$ cat src/logic/psilc_pkg.sv
// Notes on behaviour
// select pin high: serial control, else straps
// select pin low resets serial controller asynchronously
// system holds deskew enable high in serial mode
// bus select high 24-bit, low 12-bit halves
// dual edge: both edges of positive clock
// 12-bit single edge: halves on pos/neg clocks
// system keeps dual edge low in 24-bit
// serial mode: edge pin is undebounced hot plug; code takes it through the pin synchroniser
// dual edge primary edge set by edge select
// dual edge: syncs sampled on secondary edge only
// single edge: edge select picks latch polarity
// straps, deskew enable low: default, general inputs
// straps, deskew enable high: deskew from pins
// serial mode: deskew from programmed value
// serial, enable high: pins give address bits
// source drives valid only with valid pixels
// 12-bit mode: syncs latched on secondary edge
// straps change only while device held reset
package psilc_pkg;
   localparam logic [3:0] REG_MODE_CTRL = 4'h0;
   localparam logic [3:0] REG_DESKEW_CTRL = 4'h1;
   localparam logic [3:0] REG_STATUS = 4'h2;
   localparam logic [3:0] REG_FLAGS = 4'h3;
   localparam int MODE_EDGE_BIT = 0;
   localparam int MODE_BUS24_BIT = 1;
   localparam int MODE_DUAL_BIT = 2;
   localparam logic [2:0] MODE_CTRL_RESET = 3'h0;
   localparam logic [2:0] DESKEW_CTRL_RESET = 3'h0;
   localparam logic [2:0] DESKEW_DEFAULT = 3'h0;
   localparam int FLAG_OVERFLOW_BIT = 0;
   localparam int FLAG_CONFIG_BIT = 1;
   localparam int SYNC_STAGES = 3;
   localparam int FIFO_DEPTH = 4;
   localparam int WORD_W = 27;
   typedef enum logic [1:0] {
      ST_WAIT_FIRST = 2'b01,
      ST_WAIT_SECOND = 2'b10
   } psilc_cap_t;
endpackage

$ cat src/logic/psilc_sync.sv
`timescale 1ns/1ps
// three-stage synchroniser; level moves only when stages two and three agree
module psilc_sync #(
   parameter int W = 1
) (
   input wire logic clk,
   input wire logic rst,
   input wire logic [W-1:0] din,
   output logic [W-1:0] lvl
);
   logic [W-1:0] s1_r;
   logic [W-1:0] s2_r;
   logic [W-1:0] s3_r;
   always_ff @(posedge clk) begin
      if (rst) begin
         s1_r <= '0;
         s2_r <= '0;
         s3_r <= '0;
      end else begin
         s1_r <= din;
         s2_r <= s1_r;
         s3_r <= s2_r;
      end
   end
   always_ff @(posedge clk) begin
      if (rst) begin
         lvl <= '0;
      end else begin
         lvl <= (s2_r & s3_r) | (lvl & (s2_r | s3_r));
      end
   end
endmodule

$ cat src/logic/psilc_fifo.sv
`timescale 1ns/1ps
// small fifo with a registered output stage
module psilc_fifo #(
   parameter int W = 8,
   parameter int DEPTH = 4
) (
   input wire logic clk,
   input wire logic rst,
   input wire logic in_valid,
   output logic in_ready,
   input wire logic [W-1:0] in_data,
   output logic out_valid,
   input wire logic out_ready,
   output logic [W-1:0] out_data
);
   localparam int AW = $clog2(DEPTH);
   logic [W-1:0] mem [DEPTH];
   logic [AW:0] wr_ptr_r;
   logic [AW:0] rd_ptr_r;
   logic empty;
   logic full;
   logic do_wr;
   logic do_rd;
   assign empty = (wr_ptr_r == rd_ptr_r);
   assign full = (wr_ptr_r[AW-1:0] == rd_ptr_r[AW-1:0]) && (wr_ptr_r[AW] != rd_ptr_r[AW]);
   assign in_ready = !full;
   assign do_wr = in_valid && !full;
   assign do_rd = !empty && (!out_valid || out_ready);
   always_ff @(posedge clk) begin
      if (do_wr) begin
         mem[wr_ptr_r[AW-1:0]] <= in_data;
      end
   end
   always_ff @(posedge clk) begin
      if (rst) begin
         wr_ptr_r <= '0;
         rd_ptr_r <= '0;
      end else begin
         if (do_wr) begin
            wr_ptr_r <= wr_ptr_r + 1'b1;
         end
         if (do_rd) begin
            rd_ptr_r <= rd_ptr_r + 1'b1;
         end
      end
   end
   always_ff @(posedge clk) begin
      if (rst) begin
         out_valid <= 1'b0;
         out_data <= '0;
      end else if (do_rd) begin
         out_valid <= 1'b1;
         out_data <= mem[rd_ptr_r[AW-1:0]];
      end else if (out_ready) begin
         out_valid <= 1'b0;
      end
   end
endmodule

$ cat src/logic/psilc_top.sv
// Local design decisions: the register addresses and strobed register access.
`timescale 1ns/1ps
module psilc_top #(
   parameter int FIFO_DEPTH = psilc_pkg::FIFO_DEPTH
) (
   input wire logic CLK_SYS,
   input wire logic RST,
   input wire logic SERIAL_IF_SELECT,
   input wire logic BUS_WIDTH_SELECT,
   input wire logic DUAL_EDGE_SELECT,
   input wire logic EDGE_SELECT,
   input wire logic DESKEW_PIN_ENABLE,
   input wire logic [2:0] DESKEW_SETTING_PINS,
   input wire logic PIXEL_CLOCK_POS,
   input wire logic PIXEL_CLOCK_NEG,
   input wire logic PIXEL_VALID,
   input wire logic HSYNC,
   input wire logic VSYNC,
   input wire logic [23:0] PIXEL_DATA,
   input wire logic [3:0] REG_ADDR,
   input wire logic [7:0] REG_WDATA,
   input wire logic REG_WR,
   input wire logic REG_RD,
   output logic [7:0] REG_RDATA,
   output logic SERIAL_IF_ENABLE,
   output logic SERIAL_CTRL_RESET_N,
   output logic SERIAL_SCL,
   output logic SERIAL_SDA,
   output logic HOT_PLUG_DETECT,
   output logic [2:0] GENERAL_PURPOSE_INPUTS,
   output logic [2:0] SLAVE_ADDR_LOW,
   output logic [2:0] DESKEW_VALUE,
   output logic MODE_24BIT,
   output logic MODE_DUAL_EDGE,
   output logic EDGE_RISING,
   output logic WORD_VALID,
   input wire logic WORD_READY,
   output logic [23:0] WORD_DATA,
   output logic WORD_HSYNC,
   output logic WORD_VSYNC,
   output logic WORD_DE
);
   localparam int PIN_W = 8;
   localparam int BUS_W = 29;
   logic [PIN_W-1:0] pin_lvl;
   logic [BUS_W-1:0] bus_lvl;
   logic sel_l;
   logic bus_width_select_l;
   logic dual_edge_select_l;
   logic edge_l;
   logic deskew_pin_enable_l;
   logic [2:0] dk_l;
   logic pos_l;
   logic neg_l;
   logic de_l;
   logic hs_l;
   logic vs_l;
   logic [23:0] data_l;
   logic pos_prev_r;
   logic neg_prev_r;
   logic pos_rise;
   logic pos_fall;
   logic neg_rise;
   logic neg_fall;
   logic [2:0] mode_ctrl_r;
   logic [2:0] deskew_ctrl_r;
   logic overflow_r;
   logic config_err_r;
   logic serial_en;
   logic bus24;
   logic dual;
   logic rising;
   logic prim_ev;
   logic sec_ev;
   psilc_pkg::psilc_cap_t state_r;
   logic [11:0] first_half_r;
   logic push_r;
   logic [psilc_pkg::WORD_W-1:0] push_data_r;
   logic fifo_in_ready;
   logic [psilc_pkg::WORD_W-1:0] fifo_out_data;
   logic wr_hit;
   logic [7:0] rd_mux;

   function automatic logic reg_hit(input logic strobe, input logic [3:0] addr,
         input logic [3:0] target);
      return strobe && (addr == target);
   endfunction
   function automatic logic pick_edge(input logic want_rise, input logic rise_ev,
         input logic fall_ev);
      return want_rise ? rise_ev : fall_ev;
   endfunction

   psilc_sync #(.W(PIN_W)) u_pin_sync (
      .clk(CLK_SYS),
      .rst(RST),
      .din({DESKEW_SETTING_PINS, DESKEW_PIN_ENABLE, EDGE_SELECT, DUAL_EDGE_SELECT,
            BUS_WIDTH_SELECT, SERIAL_IF_SELECT}),
      .lvl(pin_lvl)
   );
   psilc_sync #(.W(BUS_W)) u_bus_sync (
      .clk(CLK_SYS),
      .rst(RST),
      .din({PIXEL_CLOCK_NEG, PIXEL_CLOCK_POS, PIXEL_VALID, VSYNC, HSYNC, PIXEL_DATA}),
      .lvl(bus_lvl)
   );
   assign sel_l = pin_lvl[0];
   assign bus_width_select_l = pin_lvl[1];
   assign dual_edge_select_l = pin_lvl[2];
   assign edge_l = pin_lvl[3];
   assign deskew_pin_enable_l = pin_lvl[4];
   assign dk_l = pin_lvl[7:5];
   assign data_l = bus_lvl[23:0];
   assign hs_l = bus_lvl[24];
   assign vs_l = bus_lvl[25];
   assign de_l = bus_lvl[26];
   assign pos_l = bus_lvl[27];
   assign neg_l = bus_lvl[28];

   // serial reset asserts straight from the pin, releases on the synced level
   always_ff @(posedge CLK_SYS or negedge SERIAL_IF_SELECT) begin
      if (!SERIAL_IF_SELECT) begin
         SERIAL_CTRL_RESET_N <= 1'b0;
      end else if (RST) begin
         SERIAL_CTRL_RESET_N <= 1'b0;
      end else begin
         SERIAL_CTRL_RESET_N <= sel_l;
      end
   end

   // mode source: programmed bits in serial mode, strap levels otherwise
   assign serial_en = sel_l;
   assign bus24 = serial_en ? mode_ctrl_r[psilc_pkg::MODE_BUS24_BIT] : bus_width_select_l;
   assign dual = serial_en ? mode_ctrl_r[psilc_pkg::MODE_DUAL_BIT] : dual_edge_select_l;
   assign rising = serial_en ? mode_ctrl_r[psilc_pkg::MODE_EDGE_BIT] : edge_l;

   always_ff @(posedge CLK_SYS) begin
      if (RST) begin
         SERIAL_IF_ENABLE <= 1'b0;
         SERIAL_SCL <= 1'b0;
         SERIAL_SDA <= 1'b0;
         HOT_PLUG_DETECT <= 1'b0;
         MODE_24BIT <= 1'b0;
         MODE_DUAL_EDGE <= 1'b0;
         EDGE_RISING <= 1'b0;
      end else begin
         SERIAL_IF_ENABLE <= serial_en;
         SERIAL_SCL <= serial_en & bus_width_select_l;
         SERIAL_SDA <= serial_en & dual_edge_select_l;
         HOT_PLUG_DETECT <= serial_en & edge_l;
         MODE_24BIT <= bus24;
         MODE_DUAL_EDGE <= dual & !bus24;
         EDGE_RISING <= rising;
      end
   end

   // deskew, address and general inputs share the three pins
   always_ff @(posedge CLK_SYS) begin
      if (RST) begin
         DESKEW_VALUE <= psilc_pkg::DESKEW_DEFAULT;
         GENERAL_PURPOSE_INPUTS <= 3'h0;
         SLAVE_ADDR_LOW <= 3'h0;
      end else if (serial_en) begin
         DESKEW_VALUE <= deskew_ctrl_r;
         GENERAL_PURPOSE_INPUTS <= 3'h0;
         SLAVE_ADDR_LOW <= deskew_pin_enable_l ? dk_l : 3'h0;
      end else if (deskew_pin_enable_l) begin
         DESKEW_VALUE <= dk_l;
         GENERAL_PURPOSE_INPUTS <= 3'h0;
         SLAVE_ADDR_LOW <= 3'h0;
      end else begin
         DESKEW_VALUE <= psilc_pkg::DESKEW_DEFAULT;
         GENERAL_PURPOSE_INPUTS <= dk_l;
         SLAVE_ADDR_LOW <= 3'h0;
      end
   end

   // clock edges seen on the filtered levels
   always_ff @(posedge CLK_SYS) begin
      if (RST) begin
         pos_prev_r <= 1'b0;
         neg_prev_r <= 1'b0;
      end else begin
         pos_prev_r <= pos_l;
         neg_prev_r <= neg_l;
      end
   end
   assign pos_rise = pos_l & !pos_prev_r;
   assign pos_fall = !pos_l & pos_prev_r;
   assign neg_rise = neg_l & !neg_prev_r;
   assign neg_fall = !neg_l & neg_prev_r;

   always_comb begin
      prim_ev = pick_edge(rising, pos_rise, pos_fall);
      if (bus24) begin
         sec_ev = 1'b0;
      end else if (dual) begin
         sec_ev = pick_edge(rising, pos_fall, pos_rise);
      end else begin
         sec_ev = pick_edge(rising, neg_rise, neg_fall);
      end
   end

   // capture sequencer: one edge per word in 24-bit, two halves in 12-bit
   always_ff @(posedge CLK_SYS) begin
      if (RST) begin
         state_r <= psilc_pkg::ST_WAIT_FIRST;
         first_half_r <= 12'h000;
         push_r <= 1'b0;
         push_data_r <= '0;
      end else begin
         push_r <= 1'b0;
         case (state_r)
            psilc_pkg::ST_WAIT_FIRST: begin
               if (prim_ev && bus24) begin
                  push_r <= 1'b1;
                  push_data_r <= {de_l, vs_l, hs_l, data_l};
               end else if (prim_ev) begin
                  first_half_r <= data_l[11:0];
                  state_r <= psilc_pkg::ST_WAIT_SECOND;
               end
            end
            psilc_pkg::ST_WAIT_SECOND: begin
               if (bus24) begin
                  state_r <= psilc_pkg::ST_WAIT_FIRST;
               end else if (sec_ev) begin
                  // syncs only taken on the second half
                  push_r <= 1'b1;
                  push_data_r <= {de_l, vs_l, hs_l, data_l[11:0], first_half_r};
                  state_r <= psilc_pkg::ST_WAIT_FIRST;
               end else if (prim_ev) begin
                  first_half_r <= data_l[11:0];
               end
            end
            default: begin
               state_r <= psilc_pkg::ST_WAIT_FIRST;
            end
         endcase
      end
   end

   psilc_fifo #(.W(psilc_pkg::WORD_W), .DEPTH(FIFO_DEPTH)) u_fifo (
      .clk(CLK_SYS),
      .rst(RST),
      .in_valid(push_r),
      .in_ready(fifo_in_ready),
      .in_data(push_data_r),
      .out_valid(WORD_VALID),
      .out_ready(WORD_READY),
      .out_data(fifo_out_data)
   );
   assign WORD_DATA = fifo_out_data[23:0];
   assign WORD_HSYNC = fifo_out_data[24];
   assign WORD_VSYNC = fifo_out_data[25];
   assign WORD_DE = fifo_out_data[26];

   // register port
   assign wr_hit = reg_hit(REG_WR, REG_ADDR, psilc_pkg::REG_MODE_CTRL);
   always_ff @(posedge CLK_SYS) begin
      if (RST) begin
         mode_ctrl_r <= psilc_pkg::MODE_CTRL_RESET;
      end else if (wr_hit) begin
         mode_ctrl_r <= REG_WDATA[2:0];
      end
   end
   always_ff @(posedge CLK_SYS) begin
      if (RST) begin
         deskew_ctrl_r <= psilc_pkg::DESKEW_CTRL_RESET;
      end else if (reg_hit(REG_WR, REG_ADDR, psilc_pkg::REG_DESKEW_CTRL)) begin
         deskew_ctrl_r <= REG_WDATA[2:0];
      end
   end

   // sticky flags, write one to clear, a new event wins
   always_ff @(posedge CLK_SYS) begin
      if (RST) begin
         overflow_r <= 1'b0;
         config_err_r <= 1'b0;
      end else begin
         if (push_r && !fifo_in_ready) begin
            overflow_r <= 1'b1;
         end else if (reg_hit(REG_WR, REG_ADDR, psilc_pkg::REG_FLAGS) &&
                      REG_WDATA[psilc_pkg::FLAG_OVERFLOW_BIT]) begin
            overflow_r <= 1'b0;
         end
         if ((serial_en && !deskew_pin_enable_l) || (bus24 && dual)) begin
            config_err_r <= 1'b1;
         end else if (reg_hit(REG_WR, REG_ADDR, psilc_pkg::REG_FLAGS) &&
                      REG_WDATA[psilc_pkg::FLAG_CONFIG_BIT]) begin
            config_err_r <= 1'b0;
         end
      end
   end

   always_comb begin
      case (REG_ADDR)
         psilc_pkg::REG_MODE_CTRL: rd_mux = {5'h00, mode_ctrl_r};
         psilc_pkg::REG_DESKEW_CTRL: rd_mux = {5'h00, deskew_ctrl_r};
         psilc_pkg::REG_STATUS: rd_mux = {2'h0, deskew_pin_enable_l, HOT_PLUG_DETECT, EDGE_RISING,
                                          MODE_DUAL_EDGE, MODE_24BIT, SERIAL_IF_ENABLE};
         psilc_pkg::REG_FLAGS: rd_mux = {6'h00, config_err_r, overflow_r};
         default: rd_mux = 8'h00;
      endcase
   end
   always_ff @(posedge CLK_SYS) begin
      if (RST) begin
         REG_RDATA <= 8'h00;
      end else if (REG_RD) begin
         REG_RDATA <= rd_mux;
      end else begin
         REG_RDATA <= 8'h00;
      end
   end
endmodule

$ cat config.mk
export PLATFORM = sky130hd
export DESIGN_NAME = psilc_top
export DESIGN_NICKNAME = d
export VERILOG_FILES = /design/src/logic/psilc_pkg.sv /design/src/logic/psilc_sync.sv /design/src/logic/psilc_fifo.sv /design/src/logic/psilc_top.sv
export SDC_FILE = /design/constraint.sdc
export NUM_CORES = 1
export LEC_CHECK = 0
export ABC_AREA = 1
export BUFFER_PORTS_ARGS = -buffer_cell sky130_fd_sc_hd__buf_2
export CORE_ASPECT_RATIO = 1.2
export CORE_MARGIN = 2
export CORE_UTILIZATION = 55
export CTS_CLUSTER_DIAMETER = 50
export DETAILED_ROUTE_END_ITERATION = 8
export GPL_ROUTABILITY_DRIVEN = 0
export PLACE_DENSITY_LB_ADDON = 0.25
export SLEW_MARGIN = 30
export SYNTH_ARGS = -nofsm -noshare
export SYNTH_HDL_FRONTEND = slang
export SYNTH_SLANG_ARGS = --single-unit
export TNS_END_PERCENT = 30
$ cat constraint.sdc
create_clock -name CLK_SYS -period 3.9 [get_ports CLK_SYS]
set_input_delay 1.17 -clock CLK_SYS [delete_from_list [all_inputs] [get_ports CLK_SYS]]
set_output_delay 1.17 -clock CLK_SYS [all_outputs]
set_load 0.02 [all_outputs]
---- After elaboration in Yosys (flattened, before gate mapping) ----
Memory sizes are Yosys's and may differ from the RTL's. A register that Yosys moved wholly into a read port is not among the register bits.
Cells that the tools add are included.
W data, S select, Z words.
cells by class
  add/subtract/negate cells ............... 2
  multiply operators ...................... 0
  div/mod/pow operators ................... 0
  order comparisons ....................... 0
  equality and inequality tests ........... 15
  shifts and indexed selects .............. 0
  muxes and demuxes ....................... 38
  bitwise gates (word level) .............. 18
  reductions and logical operators ........ 34
operator list
  cell                   number
  $mux W27               3
  $and A29 B29 Y29       2
  $or A29 B29 Y29        2
  $pmux W27 S2           1
  $mux W12               4
  $pmux W12 S2           1
  $pmux W6 S4            1
  $mux W1                20
  $and A8 B8 Y8          2
  $or A8 B8 Y8           2
  $logic_and A1 B1 Y1    12
  $ne A2 B2 Y1 const B   6
  $logic_not A1 Y1       9
  $and A1 B1 Y1          8
  $eq A4 B2 Y1 const B   2
  $mux W2                4
  $reduce_and A4 Y1      2
  $reduce_bool A2 Y1     4
  $add A3 B1 Y3 const B  2
  $mux W3                2
  $eq A4 B1 Y1 const B   1
  $logic_not A4 Y1       1
  $pmux W2 S2            1
  $reduce_or A2 Y1       2
  other kinds (11)       13
storage, ports and cells
  register bits after elaboration ......... 232
  bits in latches ......................... 0
  memory bits (writable) .................. 108
  memory bits (read-only) ................. 0
  word-level logic and storage cells ...... 141
  memories ................................ 1
memory list
  memory      depth  width  read ports  clocked after Yosys merged registers in  write ports  line              RTL
  u_fifo.mem  4      27     1           1                                        1            psilc_fifo.sv:17  logic [W-1:0] mem [DEPTH];

---- Logic depth before layout (Yosys ltp) ----
  depth after elaboration ................. 8
  mapped depth ............................ 13
  depth with buffers taken out ............ 11

---- By module ----
From an unflattened synthesis, not the netlist that was laid out.
second synthesis, totals
  cells, all modules ...................... 1630
  area total of the unflattened synthesis .. 13960.9 sq um
modules (own cells, without submodules)
  module                    times used  cells an instance  area an instance (sq um)  seq. area each (sq um)
  psilc_fifo                1           667                6100.9                    3923.8
  psilc_sync at u_bus_sync  1           391                3558.4                    2322.2
  psilc_top                 1           464                3330.7                    1506.4
  psilc_sync at u_pin_sync  1           108                970.9                     640.6

---- Least setup slack after synthesis ----
Ideal clock, no wire load.
  kind .................................... register to register
  from .................................... register u_fifo.rd_ptr_r[0]
  to ...................................... memory u_fifo.mem[3][0] (netlist bit), enable pin
  library setup time ...................... 0.412 ns
  arrival ................................. 2.038 ns
  slack ................................... 1.450 ns
  cell stages (with the launch flop) ...... 6
  path buffers ............................ 1
  clock period less this slack ............ 2.450 ns
  cell sequence ........................... dfxtp_1 -> buf_4 -> xnor2_1 -> nand3b_1 -> nand2_1 -> nor2_1
on the way
  longest elaborated chain between the ends .. 6
ends and longest elaborated chain
  item                           line              RTL
  start, declared                psilc_fifo.sv:19  logic [AW:0] rd_ptr_r;
  start signal, assigned         psilc_fifo.sv:43  rd_ptr_r <= rd_ptr_r + 1'b1;
  $eq A2 B2 Y1                   psilc_fifo.sv:25  assign full = (wr_ptr_r[AW-1:0] == rd_ptr_r[AW-1:0]) && (wr_ptr_r[AW] != rd_ptr_r[AW]);
  $logic_and A1 B1 Y1            psilc_fifo.sv:25
  $logic_not A1 Y1               --
  $logic_and A1 B1 Y1            psilc_fifo.sv:27  assign do_wr = in_valid && !full;
  $mux W1                        psilc_fifo.sv:30  if (do_wr) begin
  $mux W1 (implied by the code)  psilc_fifo.sv:31  mem[wr_ptr_r[AW-1:0]] <= in_data;
  end, declared                  psilc_fifo.sv:17
Every way passes these cells.

==> results.md <==
- Crit path from: RST
- Pin count of the biggest net entering global routing: 98
- # resized after CTS: 0
- Syn Inst Count: 1403
- Nature of the critical path endpoint: register
- Library cells used by synthesis: 42
- IO buf count: 99
- Critical R2R Launch: u_pin_sync.lvl[0]
- Sequential power share: 47.5%
- WL final: 23130 microns
- Final instance area: 14860 sq um
- Synth warn: 0
- PD cells: 662.0 nW/um^2
- Number of setup violations in the final report: 0
- Maxcap violations: 0
- Non-filler instance count after layout: 1828
- Period minus WS final: 2377 ps
- Primary FF master, synth: dfxtp_1
- Pre-antenna DRT Iters: 5
- Placed Instances: 1764
- Maximum vdd drop: 0.3270 mV
- Met3 wire len: 913 microns
- Global-route wire length before repair: 37450 microns
- Number of flops mapped to enable cells by yosys: 108
- Num CTS Buffers: 35
- Worst slack at placement: 977.7 ps
- Area after DPL: 13690 sq um
- Per-cell routed wire length: 12.65 microns
- # rows: 61
- Area grow syn2layout: 14.19%
- Worst hold start: u_bus_sync.s1_r[16]
- Top routing layer used: met4
- Kind of critical path: input pin to register
- Initial core utilization: 56.08%
- H-tree levels: 2
- Synthesized area: 13010 sq um
- CTS Buffer Depth: 3
- Yosys top cell by area: dfxtp_1
- Vias post-DR: 8753
- Metal2 WL: 11010 microns
- Overall die width: 144.4 microns
- Clock network fraction of design power: 33.7%
- CTS sink count: 365
- Seq/Total Area, Yosys: 64.51%
- Post-route setup TNS: 0 ps
- Clock-pin slew on the worst setup and hold paths: 60 ps
- Syn Area/Cell: 9.274 sq um
- Leak Pwr: 6.075 nW
- I/O pins: 107
- Core Footprint: 23200 sq um
- Crit path arrival time: 2820 ps
- Antenna cell count: 0
- Period utilization: 60.94%
- Top cells by count, synth: 320 x nor2_1, 256 x dfxtp_1, 203 x inv_1
- Switching pwr: 2.872 mW
- Req. time, crit path: 4350 ps
- Final Hold Fails: 0
- Met1 Routed Length: 10680 microns
- RSZ-0062 raised after global routing: no
- Relative slew slack: 39.71%
- Hold_buf cts: 0
- DIE HEIGHT: 172.5 microns
- Crit-path max FO: 48
- Gate power share: 18.7%
- Vias per std cell: 4.788
- Area contributors post-synth: dfxtp_1 39%, edfxtp_1 25%, nor2_1 9.2%, inv_1 5.9%, o21ai_0 5.1%
- GR Overflow Total: 0
- DRT antenna net count: 0
- Top-area cell type share of the netlist area: 39.39%
- Status: complete, no violations
- Post-CTS Setup Repair Bufs: 0
- Drc violations: 0
- Clk root buf: clkbuf_16
- Switching Fraction: 29.20%
- Worst Hold Class: register to register
- Post-synth ARST share: 0.2740%
- Worst-margin pin slew: 904.3 ps
- Initial antenna violation count: 0
- Fin. max-slew vios: 0
- Most numerous cell in the Yosys netlist: nor2_1
- Vias in the first global route: 7826
- Utilization after layout: 64.04%
- DIE AREA: 24910 sq um
- DP HPWL: 13870 microns
- Clock Skews: 16.77 ps
- Layout cells sized above 1: 12.76%
- DRT iter0 DRCs: 451
- Total Nets Final: 1548
- Yosys reg bits: 365
- GRT Util Overall: 18.71%
- CP Launch Type: input pin
- Clk_lat worst skew: 520 ps
- Fmax: 420.8 MHz
- Pint: 6.964 mW
- CTS tree: done
- Post-route setup slack: 1523 ps
cells in the final DEF, fill, tap and decap left out, types with 3 or more instances in the layout:
master     netlist  routed
nor2_1         320     316
dfxtp_1        256     256
inv_1          203     202
o21ai_0        133     133
nand2_1        117     117
edfxtp_1       108     108
buf_2           10      98
a21oi_1         69      69
clkbuf_16        0      36
nand3_1         27      27
a31oi_1         27      27
a211oi_1        19      19
nor2_2          10      14
buf_4            4      13
clkbuf_1        41      11
ha_1             7       7
clkinv_2         0       6
nand3b_1         4       4
o22ai_1          4       4
nand2_2          4       4
xnor2_1          3       3
nand4_1          3       3
bufinv_16        0       3
clkbuf_8         0       3
worst max-delay path, cell delays in order:
cell and delay (ps):
buf_4 250, clkinv_2 120, buf_4 420, buf_4 520, o21ai_0 180, nor2_1 140
power groups by stage:
| stage | combinational [mW] | clock (mW) | sequential [mW] |
|---|---|---|---|
| after detailed placement | 1.84 | 0 | 4.75 |
| final | 1.84 | 3.32 | 4.68 |
| after CTS | 1.86 | 3.39 | 4.67 |
| after floorplan | 1.36 | 0 | 4.80 |
| after global placement | 1.81 | 0 | 4.73 |
| after global routing | 2.12 | 3.55 | 4.73 |
routing by layer:
| layer | vias up | global-route usage [%] |
|---|---|---|
| met3 | 35 | 3.046 |
| li1 | 4624 | - |
| met2 | 176 | 31.71 |
| met1 | 3918 | 24.64 |
| met5 | - | 0 |
| met4 | 0 | 5.994 |
cell families after synthesis:
kind of cell | Yosys count | share of synthesized area, %
compound gates | 261 | 10.97
fa+ha+maj | 7 | 0.6731
buf+inv | 272 | 8.376
flops | 365 | 64.51
simple gates | 494 | 15.24
xor+xnor | 3 | 0.2020
other cells | 1 | 0.02882
path summary, 6_finish.rpt:
check	endpoint	slack, ps	cells past startpoint
setup / recovery	u_bus_sync.lvl[0]	1520	6
min in group asynchronous	SERIAL_CTRL_RESET_N	420	1
max in group asynchronous	SERIAL_CTRL_RESET_N	3390	1
hold reg to reg	u_bus_sync.s2_r[16]	390	2
setup reg to reg	push_data_r[17]	1530	7
hold / removal	u_bus_sync.s2_r[16]	390	2
flip-flops by register name, indices dropped and copies added, names as in the netlist, 3 cells and up:
name / cells
u_fifo.mem: 108
u_bus_sync.lvl: 29
u_bus_sync.s1_r: 29
u_bus_sync.s2_r: 29
u_bus_sync.s3_r: 29
push_data_r: 27
u_fifo.out_data: 27
first_half_r: 12
u_pin_sync.lvl: 8
u_pin_sync.s1_r: 8
u_pin_sync.s2_r: 8
u_pin_sync.s3_r: 8
REG_RDATA: 6
DESKEW_VALUE: 3
GENERAL_PURPOSE_INPUTS: 3
SLAVE_ADDR_LOW: 3
deskew_ctrl_r: 3
mode_ctrl_r: 3
u_fifo.rd_ptr_r: 3
u_fifo.wr_ptr_r: 3
cell type report:
class | count | area (sq um)
clock inverter | 13 | 163.9
timing repair buffer | 112 | 599.3
tap | 315 | 394.1
inverter | 206 | 774.5
clock buffer | 50 | 983.4
sequential | 365 | 8393
fill | 1959 | 8344
multi-input combinational | 767 | 3550
per-stage QoR:
step	total power, mW	hold slack (ps)
finish	9.837	389.4
global route	10.40	405.4
CTS	9.917	390.0
detailed placement	6.596	392.3
global placement	6.546	389.7
floorplan	6.159	388.3
(Power assumes the default switching activity.)
